<file path="src/logic/sopp_consts.svh">
// constants for the converter host controller: register offsets, fields, timing
// assumes a 40 MHz clk; included by bare name
`ifndef SOPP_CONSTS_SVH
`define SOPP_CONSTS_SVH
// host register offsets (word index on the plain port)
`define SOPP_REG_CTRL 4'h0
`define SOPP_REG_SHIFT 4'h1
`define SOPP_REG_STATUS 4'h2
`define SOPP_REG_RESULT 4'h3
`define SOPP_REG_COUNT 4'h4
// control register fields
`define SOPP_CTRL_START 0
`define SOPP_CTRL_WSHIFT 1
`define SOPP_CTRL_DEFER 2
`define SOPP_CTRL_SAT 3
`define SOPP_CTRL_CONT 4
`define SOPP_CTRL_RESET 32'h0000_0000
// offset limits and field width
`define SOPP_SHIFT_MIN (-1310)
`define SOPP_SHIFT_MAX 1310
`define SOPP_SHIFT_W 12
// timing, ns, and derived cycles at 25 ns
`define SOPP_CLK_NS 25
`define SOPP_CONV_NS 300
`define SOPP_STROBE_NS 25
`define SOPP_QUIET_NS 100
`define SOPP_RD_NS 50
`define SOPP_CONV_CYC ((`SOPP_CONV_NS + `SOPP_CLK_NS - 1) / `SOPP_CLK_NS)
`define SOPP_STROBE_CYC ((`SOPP_STROBE_NS + `SOPP_CLK_NS - 1) / `SOPP_CLK_NS)
`define SOPP_QUIET_CYC ((`SOPP_QUIET_NS + `SOPP_CLK_NS - 1) / `SOPP_CLK_NS)
`define SOPP_RD_CYC ((`SOPP_RD_NS + `SOPP_CLK_NS - 1) / `SOPP_CLK_NS)
`endif

</file>
<file path="src/logic/sopp_pkg.sv">
// types for the converter host controller
// shared by the controller, its decoder and the converter model
package sopp_pkg;
  typedef enum logic [2:0] {SOPP_IDLE, SOPP_STROBE, SOPP_WAIT_BUSY, SOPP_READ, SOPP_WRITE, SOPP_QUIET}
    sopp_state_type;
  // pins toward the converter
  typedef struct packed {
    logic conversion_strobe_n;
    logic cs_n;
    logic rd_n;
    logic wr_n;
    logic mode_low;
    logic mode_high;
    logic saturation_enable;
  } sopp_pins_type;
  // decoded conversion result
  typedef struct packed {
    logic range_flag_bit;
    logic range_side_bit;
    logic signed [15:0] value;
  } sopp_result_type;
endpackage

</file>
<file path="src/logic/sopp_host.sv">
// host controller for a 14-bit converter with offset and range flags on a 15-bit bus
// assumes pins synchronous to clk; software reaches it over a plain register port
// Contract
// - host programs offset only within -1310 to +1310
// - offset in low 12 bits, upper 3 bits zero
// - two mode pins pick immediate or deferred update; equal levels forbidden
// - never read during conversion
// - host may hold chip select low and use read alone
// - quiet gap after bus activity before next strobe fall
//
// Chosen here: the plain strobed port and the register offsets.
`timescale 1ns/1ps
`include "sopp_consts.svh"
module sopp_host
  import sopp_pkg::*;
#(
  parameter int BUSY_TIMEOUT = 64
)
(
  // clock and reset
  input wire logic clk,
  input wire logic nrst,
  // software register port
  input wire logic [3:0] addr,
  input wire logic [31:0] wdata,
  input wire logic wr,
  input wire logic rd,
  output logic [31:0] rdata_r,
  // converter control pins
  output sopp_pins_type pins_r,
  input wire logic busy_n,
  // converter data bus
  input wire logic [14:0] data_in,
  output logic [14:0] data_out,
  output logic [14:0] data_oe_n
);
  // elaboration check: the wait counter is 8 bits and must outlast one conversion
  if (BUSY_TIMEOUT < `SOPP_CONV_CYC + 2 || BUSY_TIMEOUT > 255)
  begin : g_bad_timeout
    $error("BUSY_TIMEOUT out of range");
  end
  localparam logic [7:0] CONV_CYC = 8'(`SOPP_CONV_CYC);
  localparam logic [7:0] STROBE_CYC = 8'(`SOPP_STROBE_CYC);
  localparam logic [7:0] QUIET_CYC = 8'(`SOPP_QUIET_CYC);
  localparam logic [7:0] RD_CYC = 8'(`SOPP_RD_CYC);
  localparam logic [7:0] TMO_CYC = 8'(BUSY_TIMEOUT);

  sopp_state_type state_r;
  logic [31:0] ctrl_r;
  logic [11:0] shift_r;
  logic shift_err_r;
  logic [7:0] cnt_r;
  logic busy_q_r;
  logic pending_r;
  logic deferred_wait_r;
  logic timeout_r;
  logic [15:0] sample_count_r;
  logic load_r;
  logic [14:0] sample_w;
  sopp_result_type result_w;
  logic go;
  logic wshift_go;
  logic signed [31:0] wsigned;

  assign wsigned = $signed(wdata);
  assign go = wr && addr == `SOPP_REG_CTRL && wdata[`SOPP_CTRL_START];
  assign wshift_go = wr && addr == `SOPP_REG_CTRL && wdata[`SOPP_CTRL_WSHIFT];

  // control register: mode, saturation, continuous run
  always_ff @(posedge clk or negedge nrst)
  begin
    if (!nrst)
      ctrl_r <= `SOPP_CTRL_RESET;
    else if (wr && addr == `SOPP_REG_CTRL)
      ctrl_r <= {27'h0, wdata[4:2], 2'b00};
  end

  // offset shadow: out-of-range values refused and flagged
  always_ff @(posedge clk or negedge nrst)
  begin
    if (!nrst)
    begin
      shift_r <= 12'h000;
      shift_err_r <= 1'b0;
    end
    else if (wr && addr == `SOPP_REG_SHIFT)
    begin
      if (wsigned >= `SOPP_SHIFT_MIN && wsigned <= `SOPP_SHIFT_MAX)
      begin
        shift_r <= wdata[11:0];
        shift_err_r <= 1'b0;
      end
      else
        shift_err_r <= 1'b1;
    end
  end

  // busy edge tracking
  always_ff @(posedge clk or negedge nrst)
  begin
    if (!nrst)
      busy_q_r <= 1'b1;
    else
      busy_q_r <= busy_n;
  end

  // start and continuous-run requests wait for the sequencer
  always_ff @(posedge clk or negedge nrst)
  begin
    if (!nrst)
      pending_r <= 1'b0;
    else if (go || ctrl_r[`SOPP_CTRL_CONT])
      pending_r <= 1'b1;
    else if (state_r == SOPP_STROBE)
      pending_r <= 1'b0;
  end

  // sequencer: strobe, wait busy, read, quiet gap; also owns every pin of the struct
  always_ff @(posedge clk or negedge nrst)
  begin
    if (!nrst)
    begin
      state_r <= SOPP_IDLE;
      cnt_r <= 8'h00;
      pins_r.conversion_strobe_n <= 1'b1;
      pins_r.cs_n <= 1'b1;
      pins_r.rd_n <= 1'b1;
      pins_r.wr_n <= 1'b1;
      timeout_r <= 1'b0;
      deferred_wait_r <= 1'b0;
      load_r <= 1'b0;
      pins_r.mode_low <= 1'b1;
      pins_r.mode_high <= 1'b0;
      pins_r.saturation_enable <= 1'b1;
    end
    else
    begin
      load_r <= 1'b0;
      pins_r.mode_low <= !ctrl_r[`SOPP_CTRL_DEFER]; // never equal
      pins_r.mode_high <= ctrl_r[`SOPP_CTRL_DEFER];
      pins_r.saturation_enable <= ctrl_r[`SOPP_CTRL_SAT];
      unique case (state_r)
        SOPP_IDLE:
        begin
          if (wshift_go)
          begin
            state_r <= SOPP_WRITE;
            cnt_r <= RD_CYC;
            pins_r.cs_n <= 1'b0;
            pins_r.wr_n <= 1'b0; // offset write
          end
          else if (pending_r)
          begin
            state_r <= SOPP_STROBE;
            cnt_r <= STROBE_CYC;
            pins_r.conversion_strobe_n <= 1'b0; // conversion starts
            timeout_r <= 1'b0;
          end
        end
        SOPP_STROBE:
        begin
          if (cnt_r == 8'h01)
          begin
            pins_r.conversion_strobe_n <= 1'b1;
            state_r <= SOPP_WAIT_BUSY;
            cnt_r <= TMO_CYC;
          end
          else
            cnt_r <= cnt_r - 8'h01;
        end
        SOPP_WAIT_BUSY:
        begin
          if (busy_n && !busy_q_r)
          begin
            // read only after busy rises; deferred word is the previous sample
            state_r <= SOPP_READ;
            cnt_r <= RD_CYC;
            pins_r.cs_n <= 1'b0;
            pins_r.rd_n <= 1'b0;
          end
          else if (cnt_r == 8'h00)
          begin
            timeout_r <= 1'b1;
            state_r <= SOPP_QUIET;
            cnt_r <= QUIET_CYC;
          end
          else
            cnt_r <= cnt_r - 8'h01;
        end
        SOPP_READ:
        begin
          if (cnt_r == 8'h01)
          begin
            pins_r.cs_n <= 1'b1;
            pins_r.rd_n <= 1'b1;
            load_r <= 1'b1; // word captured before release
            deferred_wait_r <= ctrl_r[`SOPP_CTRL_DEFER];
            state_r <= SOPP_QUIET;
            cnt_r <= QUIET_CYC;
          end
          else
            cnt_r <= cnt_r - 8'h01;
        end
        SOPP_WRITE:
        begin
          if (cnt_r == 8'h01)
          begin
            pins_r.cs_n <= 1'b1;
            pins_r.wr_n <= 1'b1;
            state_r <= SOPP_QUIET;
            cnt_r <= QUIET_CYC;
          end
          else
            cnt_r <= cnt_r - 8'h01;
        end
        SOPP_QUIET:
        begin
          if (cnt_r <= 8'h01) // gap before next strobe fall
            state_r <= SOPP_IDLE;
          else
            cnt_r <= cnt_r - 8'h01;
        end
      endcase
    end
  end

  // data bus pins; offset placed in low 12 bits, top 3 zero
  sopp_bus_pins u_pins (
    .clk(clk),
    .nrst(nrst),
    .drive(state_r == SOPP_WRITE || (state_r == SOPP_IDLE && wshift_go)),
    .wdata({3'b000, shift_r}),
    .data_in(data_in),
    .data_out(data_out),
    .data_oe_n(data_oe_n),
    .sample_r(sample_w)
  );

  // decode of the captured word by saturation setting
  sopp_decode u_dec (
    .clk(clk),
    .nrst(nrst),
    .load(load_r),
    .word(sample_w),
    .sat(ctrl_r[`SOPP_CTRL_SAT]),
    .result_r(result_w)
  );

  // count of results taken
  always_ff @(posedge clk or negedge nrst)
  begin
    if (!nrst)
      sample_count_r <= 16'h0000;
    else if (load_r)
      sample_count_r <= sample_count_r + 16'h0001;
  end

  // register readback, one cycle after the read strobe
  always_ff @(posedge clk or negedge nrst)
  begin
    if (!nrst)
      rdata_r <= 32'h0000_0000;
    else if (rd)
    begin
      unique case (addr)
        `SOPP_REG_CTRL: rdata_r <= ctrl_r;
        `SOPP_REG_SHIFT: rdata_r <= {{20{shift_r[11]}}, shift_r};
        `SOPP_REG_STATUS: rdata_r <= {26'h0, deferred_wait_r, timeout_r, shift_err_r, pending_r,
          state_r != SOPP_IDLE, result_w.range_flag_bit};
        `SOPP_REG_RESULT: rdata_r <= {14'h0, result_w.range_flag_bit, result_w.range_side_bit,
          result_w.value};
        `SOPP_REG_COUNT: rdata_r <= {16'h0, sample_count_r};
        default: rdata_r <= 32'h0000_0000;
      endcase
    end
    else
      rdata_r <= 32'h0000_0000;
  end

  property p_mode_pins_differ;
    @(posedge clk) disable iff (!nrst) pins_r.mode_low != pins_r.mode_high;
  endproperty
  a_mode_pins_differ: assert property (p_mode_pins_differ) else $error("mode pins equal");

  property p_no_read_in_conv;
    @(posedge clk) disable iff (!nrst) !busy_n |-> pins_r.rd_n;
  endproperty
  a_no_read_in_conv: assert property (p_no_read_in_conv) else $error("read during conversion");

  property p_read_selects;
    @(posedge clk) disable iff (!nrst) !pins_r.rd_n |-> !pins_r.cs_n;
  endproperty
  a_read_selects: assert property (p_read_selects) else $error("read without chip select");

  property p_quiet_gap;
    @(posedge clk) disable iff (!nrst) $rose(pins_r.cs_n) |-> pins_r.conversion_strobe_n [*4];
  endproperty
  a_quiet_gap: assert property (p_quiet_gap) else $error("strobe inside quiet gap");

  property p_write_top_zero;
    @(posedge clk) disable iff (!nrst) data_oe_n == 15'h0000 |-> data_out[14:12] == 3'b000;
  endproperty
  a_write_top_zero: assert property (p_write_top_zero) else $error("offset top bits set");

  property p_shift_range;
    @(posedge clk) disable iff (!nrst) $signed(shift_r) >= -12'sd1310 && $signed(shift_r) <= 12'sd1310;
  endproperty
  a_shift_range: assert property (p_shift_range) else $error("offset out of range");

  property p_strobe_single;
    @(posedge clk) disable iff (!nrst) $fell(pins_r.conversion_strobe_n) |=> pins_r.conversion_strobe_n;
  endproperty
  a_strobe_single: assert property (p_strobe_single) else $error("strobe width wrong");

  property p_read_after_busy;
    @(posedge clk) disable iff (!nrst) $fell(pins_r.rd_n) |-> $past(busy_n) && !$past(busy_q_r);
  endproperty
  a_read_after_busy: assert property (p_read_after_busy) else $error("read not after busy rise");

  property p_sat_clamp;
    @(posedge clk) disable iff (!nrst) $past(load_r) && $past(ctrl_r[`SOPP_CTRL_SAT]) |->
      result_w.value <= 16'sh3FFF && result_w.value >= 16'sh0000;
  endproperty
  a_sat_clamp: assert property (p_sat_clamp) else $error("clamped value out of range");

  c_conv: cover property (@(posedge clk) disable iff (!nrst) $fell(pins_r.conversion_strobe_n));
  c_read: cover property (@(posedge clk) disable iff (!nrst) load_r);
  c_write: cover property (@(posedge clk) disable iff (!nrst) $fell(pins_r.wr_n));
  c_timeout: cover property (@(posedge clk) disable iff (!nrst) $rose(timeout_r));
endmodule

</file>
<file path="src/logic/sopp_decode.sv">
// decoder turning a 15-bit bus word into a signed value and range flags
// assumes the word was captured with the saturation setting given beside it
`timescale 1ns/1ps
module sopp_decode
  import sopp_pkg::*;
(
  // clock and reset
  input wire logic clk,
  input wire logic nrst,
  // captured word
  input wire logic load,
  input wire logic [14:0] word,
  input wire logic sat,
  // decoded result, registered
  output sopp_result_type result_r
);
  logic signed [15:0] val_nxt;
  // value decode by saturation and side bits
  always_comb
  begin
    if (sat || !word[14])
      val_nxt = {1'b0, (sat ? {1'b0, word[13:0]} : word)};
    else if (word[13])
      val_nxt = {word[14], word}; // negative two's complement
    else
      val_nxt = {1'b0, word}; // straight binary above range
  end
  // result register
  always_ff @(posedge clk or negedge nrst)
  begin
    if (!nrst)
      result_r <= '0;
    else if (load)
      result_r <= '{range_flag_bit: word[14], range_side_bit: word[13], value: val_nxt};
  end
endmodule

</file>
<file path="src/logic/sopp_bus_pins.sv">
// pin driver for the converter's 15-bit two-way data bus
// assumes the converter drives only while both selects are low
`timescale 1ns/1ps
module sopp_bus_pins
(
  // clock and reset
  input wire logic clk,
  input wire logic nrst,
  // write request
  input wire logic drive,
  input wire logic [14:0] wdata,
  // pins
  input wire logic [14:0] data_in,
  output logic [14:0] data_out,
  output logic [14:0] data_oe_n,
  // sampled read word
  output logic [14:0] sample_r
);
  // drive only for an offset write; enable low while driving
  always_ff @(posedge clk or negedge nrst)
  begin
    if (!nrst)
    begin
      data_out <= 15'h0000;
      data_oe_n <= 15'h7FFF;
    end
    else
    begin
      data_out <= drive ? wdata : 15'h0000;
      data_oe_n <= drive ? 15'h0000 : 15'h7FFF;
    end
  end
  // sample the bus every cycle
  always_ff @(posedge clk or negedge nrst)
  begin
    if (!nrst)
      sample_r <= 15'h0000;
    else
      sample_r <= data_in;
  end
endmodule

</file>
<file path="config.mk">
export PLATFORM = sky130hd
export DESIGN_NAME = sopp_host
export DESIGN_NICKNAME = d
export VERILOG_FILES = /design/src/logic/sopp_pkg.sv /design/src/logic/sopp_host.sv /design/src/logic/sopp_decode.sv /design/src/logic/sopp_bus_pins.sv
export VERILOG_INCLUDE_DIRS = /design/src /design/src/logic
export SDC_FILE = /design/constraint.sdc
export NUM_CORES = 1
export LEC_CHECK = 0
export BUFFER_PORTS_ARGS = -buffer_cell sky130_fd_sc_hd__buf_2
export CAP_MARGIN = 10
export CORE_ASPECT_RATIO = 1.75
export CORE_MARGIN = 2
export CORE_UTILIZATION = 30
export DETAILED_ROUTE_END_ITERATION = 7
export SETUP_SLACK_MARGIN = 0.1
export SKIP_CTS_REPAIR_TIMING = 1
export SKIP_LAST_GASP = 1
export SLEW_MARGIN = 40
export SYNTH_ARGS = -nofsm -noshare
export SYNTH_HDL_FRONTEND = slang
export SYNTH_SLANG_ARGS = --single-unit
</file>
<file path="constraint.sdc">
create_clock -name clk -period 2.46 [get_ports clk]
set_input_delay 0.123 -clock clk [delete_from_list [all_inputs] [get_ports clk]]
set_output_delay 0.123 -clock clk [all_outputs]
set_load 0.005 [all_outputs]
</file>
; ---- Word level (Yosys, flattened, before mapping)
; Index checks and enable logic that the tools add are counted.
[classes]
addsub = 2
magnitude_cmp = 3
eq_ne = 24
muxes = 41
n_reduce_logical = 33
[ops]
columns = cell, n
row1 = 32-bit one-hot mux with 5 select lines, 1
row2 = 8-bit two-way mux, 7
row3 = 8-bit one-hot mux with 5 select lines, 1
row4 = 32-bit by 12-bit greater-or-equal comparator with 1-bit output (second input constant), 1
row5 = 32-bit by 12-bit less-or-equal comparator with 1-bit output (second input constant), 1
row6 = 16-bit two-way mux, 2
row7 = 32-bit two-way mux, 1
row8 = 15-bit two-way mux, 2
row9 = 3-bit two-way mux, 7
row10 = 2-bit inequality test (second input constant), 10
row11 = 16-bit by 1-bit adder with 16-bit output (second input constant), 1
row12 = 3-bit one-hot mux with 5 select lines, 1
row13 = 5-bit AND reduction, 3
row14 = 12-bit two-way mux, 1
row15 = 1-bit two-way mux, 11
row16 = 2-bit nonzero test, 5
row17 = 4-bit by 2-bit == test with 1-bit output (second input constant), 2
row18 = 8-bit by 1-bit == test with 1-bit output (second input constant), 1
row19 = 8-bit by 1-bit less-or-equal comparator with 1-bit output (second input constant), 1
row20 = 8-bit zero test, 1
row21 = 1-bit one-hot mux with 2 select lines, 4
row22 = 8-bit by 1-bit subtractor with 8-bit output (second input constant), 1
row23 = 1-bit logical AND, 7
row24 = 3-bit by 2-bit == test with 1-bit output (second input constant), 2
row25 = 18 further kinds, 29
[totals]
regBits = 150
input_bits = 56
word_cells = 128

; ---- Depth between registers and ports, before layout
; Gate-level depths: netlist of the first run.
[logic_depth]
depth_word = 6
ltp_mapped = 8
ltp_nobuf = 7

; ---- Hierarchy
; A second synthesis of the first run with hierarchy kept.
[hier_totals]
cells_unflattened = 479
area_unflattened_um2 = 5561.6
[by_module_without_submodules]
columns = mod, n_inst, cells_each, area_each_um2, seq_area_each_um2
row1 = sopp_host, 1, 374, 3861.2, 1860.5
row2 = sopp_bus_pins, 1, 62, 1004.7, 777.0
row3 = sopp_decode, 1, 43, 695.7, 425.4

; ---- Worst setup path after synthesis of the first run
; No wires, ideal clock.
[synth_path]
path_kind = reg2reg
start = register cnt_r[4]
end = register state_r[2]
setup_ps = 125
arrival_time_ps = 1913
required_time_ps = 2335
path_slack_ps = 422
stages_incl_launch_ff = 7
n_path_buf = 1
period_less_slack_ps = 2038
cell_sequence = dfrtp_1 or4_1 buf_2 nor2_4 o211ai_2 nor3_1 mux2_2
[synth_between]
elab_chain_len = 3
elab_cells_between_ends = 8
cone_classes = order compare: 1 / eq/ne: 5 / reduce/logical: 2
[synth_rtl]
columns = element, line_no
row1 = start: declaration, sopp_host.sv:52  ; logic [7:0] cnt_r;
row2 = start signal: assignment, sopp_host.sv:169  ; cnt_r <= cnt_r - 8'h01;
row3 = start signal: assignment, sopp_host.sv:188  ; cnt_r <= cnt_r - 8'h01;
row4 = start signal: assignment, sopp_host.sv:202  ; cnt_r <= cnt_r - 8'h01;
row5 = 8-bit by 1-bit less-or-equal comparator with 1-bit output (tied with other cells), sopp_host.sv:218  ; if (cnt_r <= 8'h01)
row6 = 2-bit inequality test (no source line) (tied with other cells), n/a
row7 = 5-bit AND reduction (no source line) (*), n/a
row8 = end signal: assignment, sopp_host.sv:198  ; state_r <= SOPP_QUIET;
row9 = end signal: assignment, sopp_host.sv:210  ; state_r <= SOPP_QUIET;
row10 = end signal: assignment, sopp_host.sv:219  ; state_r <= SOPP_IDLE;
row11 = end: declaration, sopp_host.sv:48  ; sopp_state_type state_r;
; Mark *: on every way between the ends. The rest lies on a longest branch, timed or not.
; A chain may end at the register's enable or synchronous reset.

; ---- Worst setup path after layout of the first run
[layout_path]
start = input wdata[4]
end = register shift_r[0]
[layout_between]
elab_chain_len = 3
elab_cells_between_ends = 4
cone_classes = order compare: 2 / reduce/logical: 2
[layout_rtl]
columns = element, line_no
row1 = start: declaration, sopp_host.sv:25  ; input wire logic [31:0] wdata,
row2 = 32-bit by 12-bit greater-or-equal comparator with 1-bit output (no source line) / 32-bit by 12-bit less-or-equal comparator with 1-bit output (equally long branches), n/a
row3 = 1-bit logical AND (no source line) (*), n/a
row4 = 2-bit AND reduction (no source line) (*), n/a
row5 = end signal: assignment, sopp_host.sv:90  ; shift_r <= wdata[11:0];
row6 = end: declaration, sopp_host.sv:50  ; logic [11:0] shift_r;
; Marked as above.

==> impl_metrics.yaml, run 1 <==
routing:
  antenna_left: 0
  vias: 4234
  routedWlPerCell_um: 17.0
  drtIter0Drc: 290
  drtPass1Iterations: 6
  wirelength_um: 14400
  drc: 0
  via_per_inst: 4.99
worst_setup_path:
  critical_path_class: "in2reg"
  start_kind: "primary input"
  crit_path_cell_trace: "dlygate4sd3_1 -> buf_2 -> nor4_1 -> o211ai_1 -> a22oi_2 -> buf_4 -> mux2_2"
  cp.buffers_inverters: 3
  required_ps: 2760
  crit_fanout: 7
  worst_path_largest_cell_delay_ps: 560
  cp-end-kind: "register"
  cpMaxStageDelayCell: "dlygate4sd3_1"
  cp.arrival_ps: 2450
  critical_path.top_delay_family: "buffers and inverters"
timing:
  fin_worst_skew_ps: 8.61
  maxSlewViolCount: 0
  hold_viol: 0
  period_share: 0.874
  min_period_ps: 2150
  max_slew_margin: 0.538
  setup-tns-final_ps: 0
  worstMarginPinSlew_ps: 691
  rsz0062_at_grt: "no"
  setup_viol: 0
  max_freq_mhz: 465
finish:
  final_cell_mix: "buf_2 (120), dfrtp_1 (111), nor2_1 (25), nand2_1 (25), a21oi_1 (24)"
  multiInputGateArea_um2: 2130
  area_growth_syn_to_layout_pct: 29.3
  layout_commonest_cell: "buf_2"
  nets: 661
  drive_gt1_frac: 0.358
  n_fill_cell: 1767
  antenna_cells: 0
  regArea_um2: 2990
power:
  p_per_area_nw_per_um2: 994
  power_frac_comb: 0.249
  p_clk_frac: 0.379
  p_sw_uw: 2210
  p_total_uw: 7000
  power.share.switching: 0.316
  ir_drop_v: 0.000450
  p_leak_uw: 0.00332
  p_seq_frac: 0.372
  p_int_uw: 4790
placed_design:
  routabilityCongestion: 0.884
  dp_hpwl_um: 10800
  portBuffers: 121
synth:
  ys_warn_count: 0
  synth_flop_cell: "dfrtp_1"
  netlist_top_cells_area: "dfrtp_1 (51%), mux2_2 (4.8%), buf_4 (4.3%)"
  netlist_area_um2: 5450
  ys_ff_latch: 119
  syn_area_per_cell_um2: 11.6
  synth_cells: 471
  async_flop_share: 1.00
  synth_top_area_frac: 0.510
  ys_types: 68
  synth.largest_area_cell: "dfrtp_1"
  seq_area_frac_synth: 0.548
  synth_enable_flop_cells: 0
floorplanning:
  die-area_um2: 19300
  die_y_um: 182
  pin_count: 125
  die_width_um: 106
  start_util: 0.305
  placeableCoreArea_um2: 17900
  num_rows: 65
outcome:
  status: "completed"
clock_network:
  clock-root-buffer: "clkbuf_16"
  clock_path_buffers: 2
  path_clk_slew_ps: 60
  cts_inserted_buffers: 17
  cts_tree: "built"
  htreeDepth: 4
  clock_latency_ps: 410
  cts_sinks: 119
grt:
  antenna_found_initial: 0
  grt_usage: 0.155
  grt_pass1_wl_um: 22700
  overflow: 0
  top_usage_layer: "met2"
  grt_pass1_vias: 4254
  met1_usage: 0.170
  met3_usage: 0.0318
  grt_max_degree: 51
  met2_usage: 0.277
worst_hold_path:
  hold_path.class: "in2reg"
flow_run:
  drv_cap: 0
==> per-layer routing <==
metal  vias to the layer above  wire [um]
met5                         -          0
met4                         0        568
met3                        35        514
met2                       133       7730
met1                      2112       5610
li1                       1954          -
==> tightest hold or removal path, delay by kind of cell <==
kind                   cells  cell delay [ps]
buffers and inverters      2              200
AOI/OAI and AO/OA          1               50
==> flip-flops by register name, summed over array words and instances, names as in the netlist <==
register          count
pins_r                7
shift_err_r           1
u_pins.data_out      12
deferred_wait_r       1
busy_q_r              1
rdata_r              19
u_pins.sample_r      15
shift_r              12
ctrl_r                3
u_dec.result_r       17
u_pins.data_oe_n      1
timeout_r             1
cnt_r                 8
load_r                1
pending_r             1
sample_count_r       16
state_r               3
==> path summary, 6_finish.rpt <==
path                                     from             endpoint  slack (ps)  cells past startpoint
max                                  wdata[4]           shift_r[0]         310                      7
min                                 wdata[10]          shift_r[10]           1                      3
max reg2reg                        state_r[2]             cnt_r[2]         340                      5
min reg2reg                sample_count_r[15]   sample_count_r[15]         470                      1
max in group asynchronous                nrst            pins_r[0]        1360                      3
min in group asynchronous                nrst  u_pins.sample_r[10]         280                      2
==> per-stage QoR <==
step                area (um2)  utilization  instances  worst slack (ps)  hold WS (ps)
floorplan                 5460            -        473               422          -173
global placement          6160        0.344        791               242           171
detailed placement        6160        0.344        791               206           185
CTS                       6790        0.380        822               171          -259
global route              7050        0.394        848               197         0.350
finish                    7050        0.394        848               310          1.25
==> cell type report <==
cell class                      count  share of cell area
Sequential cell                   119               0.424
Multi-Input combinational cell    295               0.302
Timing Repair Buffer              160               0.138
Clock buffer                       18              0.0623
Tap cell                          234              0.0415
Clock inverter                     13              0.0275
Inverter                            9             0.00479
==> cells in the mapped netlist, drive strengths merged, types with 7 or more instances <==
master	number
a21oi	24
a222oi	11
a22oi	9
and2	13
buf	36
clkbuf	14
dfrtp	111
dfstp	8
inv	9
mux2	31
nand2	26
nand2b	7
nand3	12
nand4	11
nor2	26
nor3	9
nor4	10
o211ai	7
o21ai	12
xnor2	11
==> logic make-up (layout without fill, tap and decap cells) <==
logic type,after synthesis,after routing,synth area share
muxes,33,33,0.0732
buffers and inverters,59,200,0.0640
xor gates and xnor gates,15,15,0.0241
DFF,119,119,0.548
adders and majority gates,3,3,0.00689
AOI/OAI and AO/OA,95,95,0.124
and+or+nand+nor,146,146,0.159
other,1,3,0.000688
==> power by group through the flow <==
stage / Combinational, uW / Sequential [uW] / Clock (uW)
after floorplan: 1290 / 2470 / 0
after global placement: 1680 / 2620 / 0
after detailed placement: 1690 / 2630 / 0
after CTS: 1690 / 2600 / 2720
after global routing: 1930 / 2650 / 2800
final: 1750 / 2600 / 2650
(Power assumes the default switching activity.)
==> run 2, diff against run 1 <==
Clock period 2.46 ns to 2.15 ns, I/O delays scaled along.
==> run 2 against run 1 <==
Against the previous run:
- design area up 1.5%
- largest power group is now sequential cells
- critical path type unchanged
- total power up 14%
- flip-flop and latch count unchanged
- highest routed layer unchanged
==> impl_metrics.yaml, run 2 (same netlist as run 1, synthesis figures left out) <==
outcome:
  status: "completed"
placed_design:
  dp_slack_ps: 17.5
  dp_hpwl_um: 11000
  dp.cells: 804
  routabilityCongestion: 0.881
  portBuffers: 121
timing:
  maxSlewViolCount: 0
  max_freq_mhz: 497
  fin_ws_ps: 140
  holdWs_ps: 8.16
  setup_viol: 0
  rsz0062_at_grt: "yes"
  period_share: 0.935
  worstMarginPinSlew_ps: 753
  hold_viol: 0
  min_period_ps: 2010
  max_slew_margin: 0.497
  fin_worst_skew_ps: 9.03
worst_setup_path:
  ff2ff_setup_slack_ps: 150
  required_ps: 2450
  cp-end-kind: "register"
  cp.arrival_ps: 2310
  critical_path_class: "in2reg"
  start_kind: "primary input"
  crit_fanout: 7
  reg2reg_depth: 5
floorplanning:
  num_rows: 65
  die-area_um2: 19300
  die_width_um: 106
  placeableCoreArea_um2: 17900
  die_y_um: 182
  start_util: 0.305
  pin_count: 125
power:
  p_total_uw: 8000
  ir_drop_v: 0.000466
  p_per_area_nw_per_um2: 1120
  p_leak_uw: 0.00337
grt:
  grt_pass1_vias: 4242
  met3_usage: 0.0350
  grt_usage: 0.157
  overflow: 0
  grt_max_degree: 66
  antenna_found_initial: 0
  top_usage_layer: "met2"
  met2_usage: 0.281
  met1_usage: 0.171
  grt_pass1_wl_um: 23200
finish:
  multiInputGateArea_um2: 2160
  drive_gt1_frac: 0.381
  n_fill_cell: 1744
  antenna_cells: 0
  largest_reg_flops: 19
  stdcell_count: 862
  regArea_um2: 2990
  final_cell_mix: "buf_2 (120), dfrtp_1 (111), buf_4 (26)"
  area_growth_syn_to_layout_pct: 31.3
  top_register: "rdata_r"
  nets: 674
  reg_top3: "rdata_r x19, u_dec.result_r x17, sample_count_r x16"
  layout_commonest_cell: "buf_2"
routing:
  via_per_inst: 4.95
  antenna_left: 0
  wirelength_um: 14700
  drtPass1Iterations: 6
  routedWlPerCell_um: 17.1
  drtIter0Drc: 377
  drc: 0
  vias: 4264
clock_network:
  cts_sinks: 119
  clock_path_buffers: 2
  path_clk_slew_ps: 60
  cts_inserted_buffers: 17
  clock-root-buffer: "clkbuf_16"
  cts_tree: "built"
  clock_latency_ps: 420
  htreeDepth: 4
worst_hold_path:
  hold_path.class: "in2reg"
  min_path_cells: 2
flow_run:
  drv_cap: 0
[run 2: layout make-up]
cell class,count,area share
Multi-Input combinational cell,295,0.302
Clock buffer,18,0.0614
Sequential cell,119,0.418
Inverter,9,0.00472
Clock inverter,14,0.0226
Tap cell,234,0.0409
Timing Repair Buffer,173,0.151
[run 2: through the flow]
step / setup TNS [ps] / area, um2 / utilization
floorplan: 0 / 5460 / -
detailed placement: 0 / 6260 / 0.350
global placement: 0 / 6260 / 0.350
CTS: -1.23 / 6860 / 0.383
finish: 0 / 7150 / 0.400
global route: 0 / 7150 / 0.400
[run 2: power by group]
group	leakage [uW]	internal, uW	switching (uW)
clock	0.000291	1770	1120
sequential	0.00156	2610	320
combinational	0.00153	998	1180
[run 2: path summary, 6_finish.rpt]
| check | from | to |
|---|---|---|
| min in group asynchronous | nrst | rdata_r[16] |
| setup / recovery | wdata[2] | shift_r[0] |
| setup reg to reg | state_r[2] | cnt_r[2] |
| hold / removal | wdata[9] | shift_r[9] |
| hold reg to reg | ctrl_r[3] | pins_r[0] |
| max in group asynchronous | nrst | u_pins.data_oe_n[13] |
[run 2: critical path, stage by stage]
cell and delay, ps:
dlygate4sd3_1 550, buf_2 160, nand4_1 140, a21o_1 190, a21o_1 210, a22oi_2 400, buf_6 210, mux2_2 330
[run 2: per-layer routing]
layer,vias up,share of wire
li1,1976,-
met1,2105,0.38
met2,148,0.54
met5,-,0
met3,35,0.041
met4,0,0.038
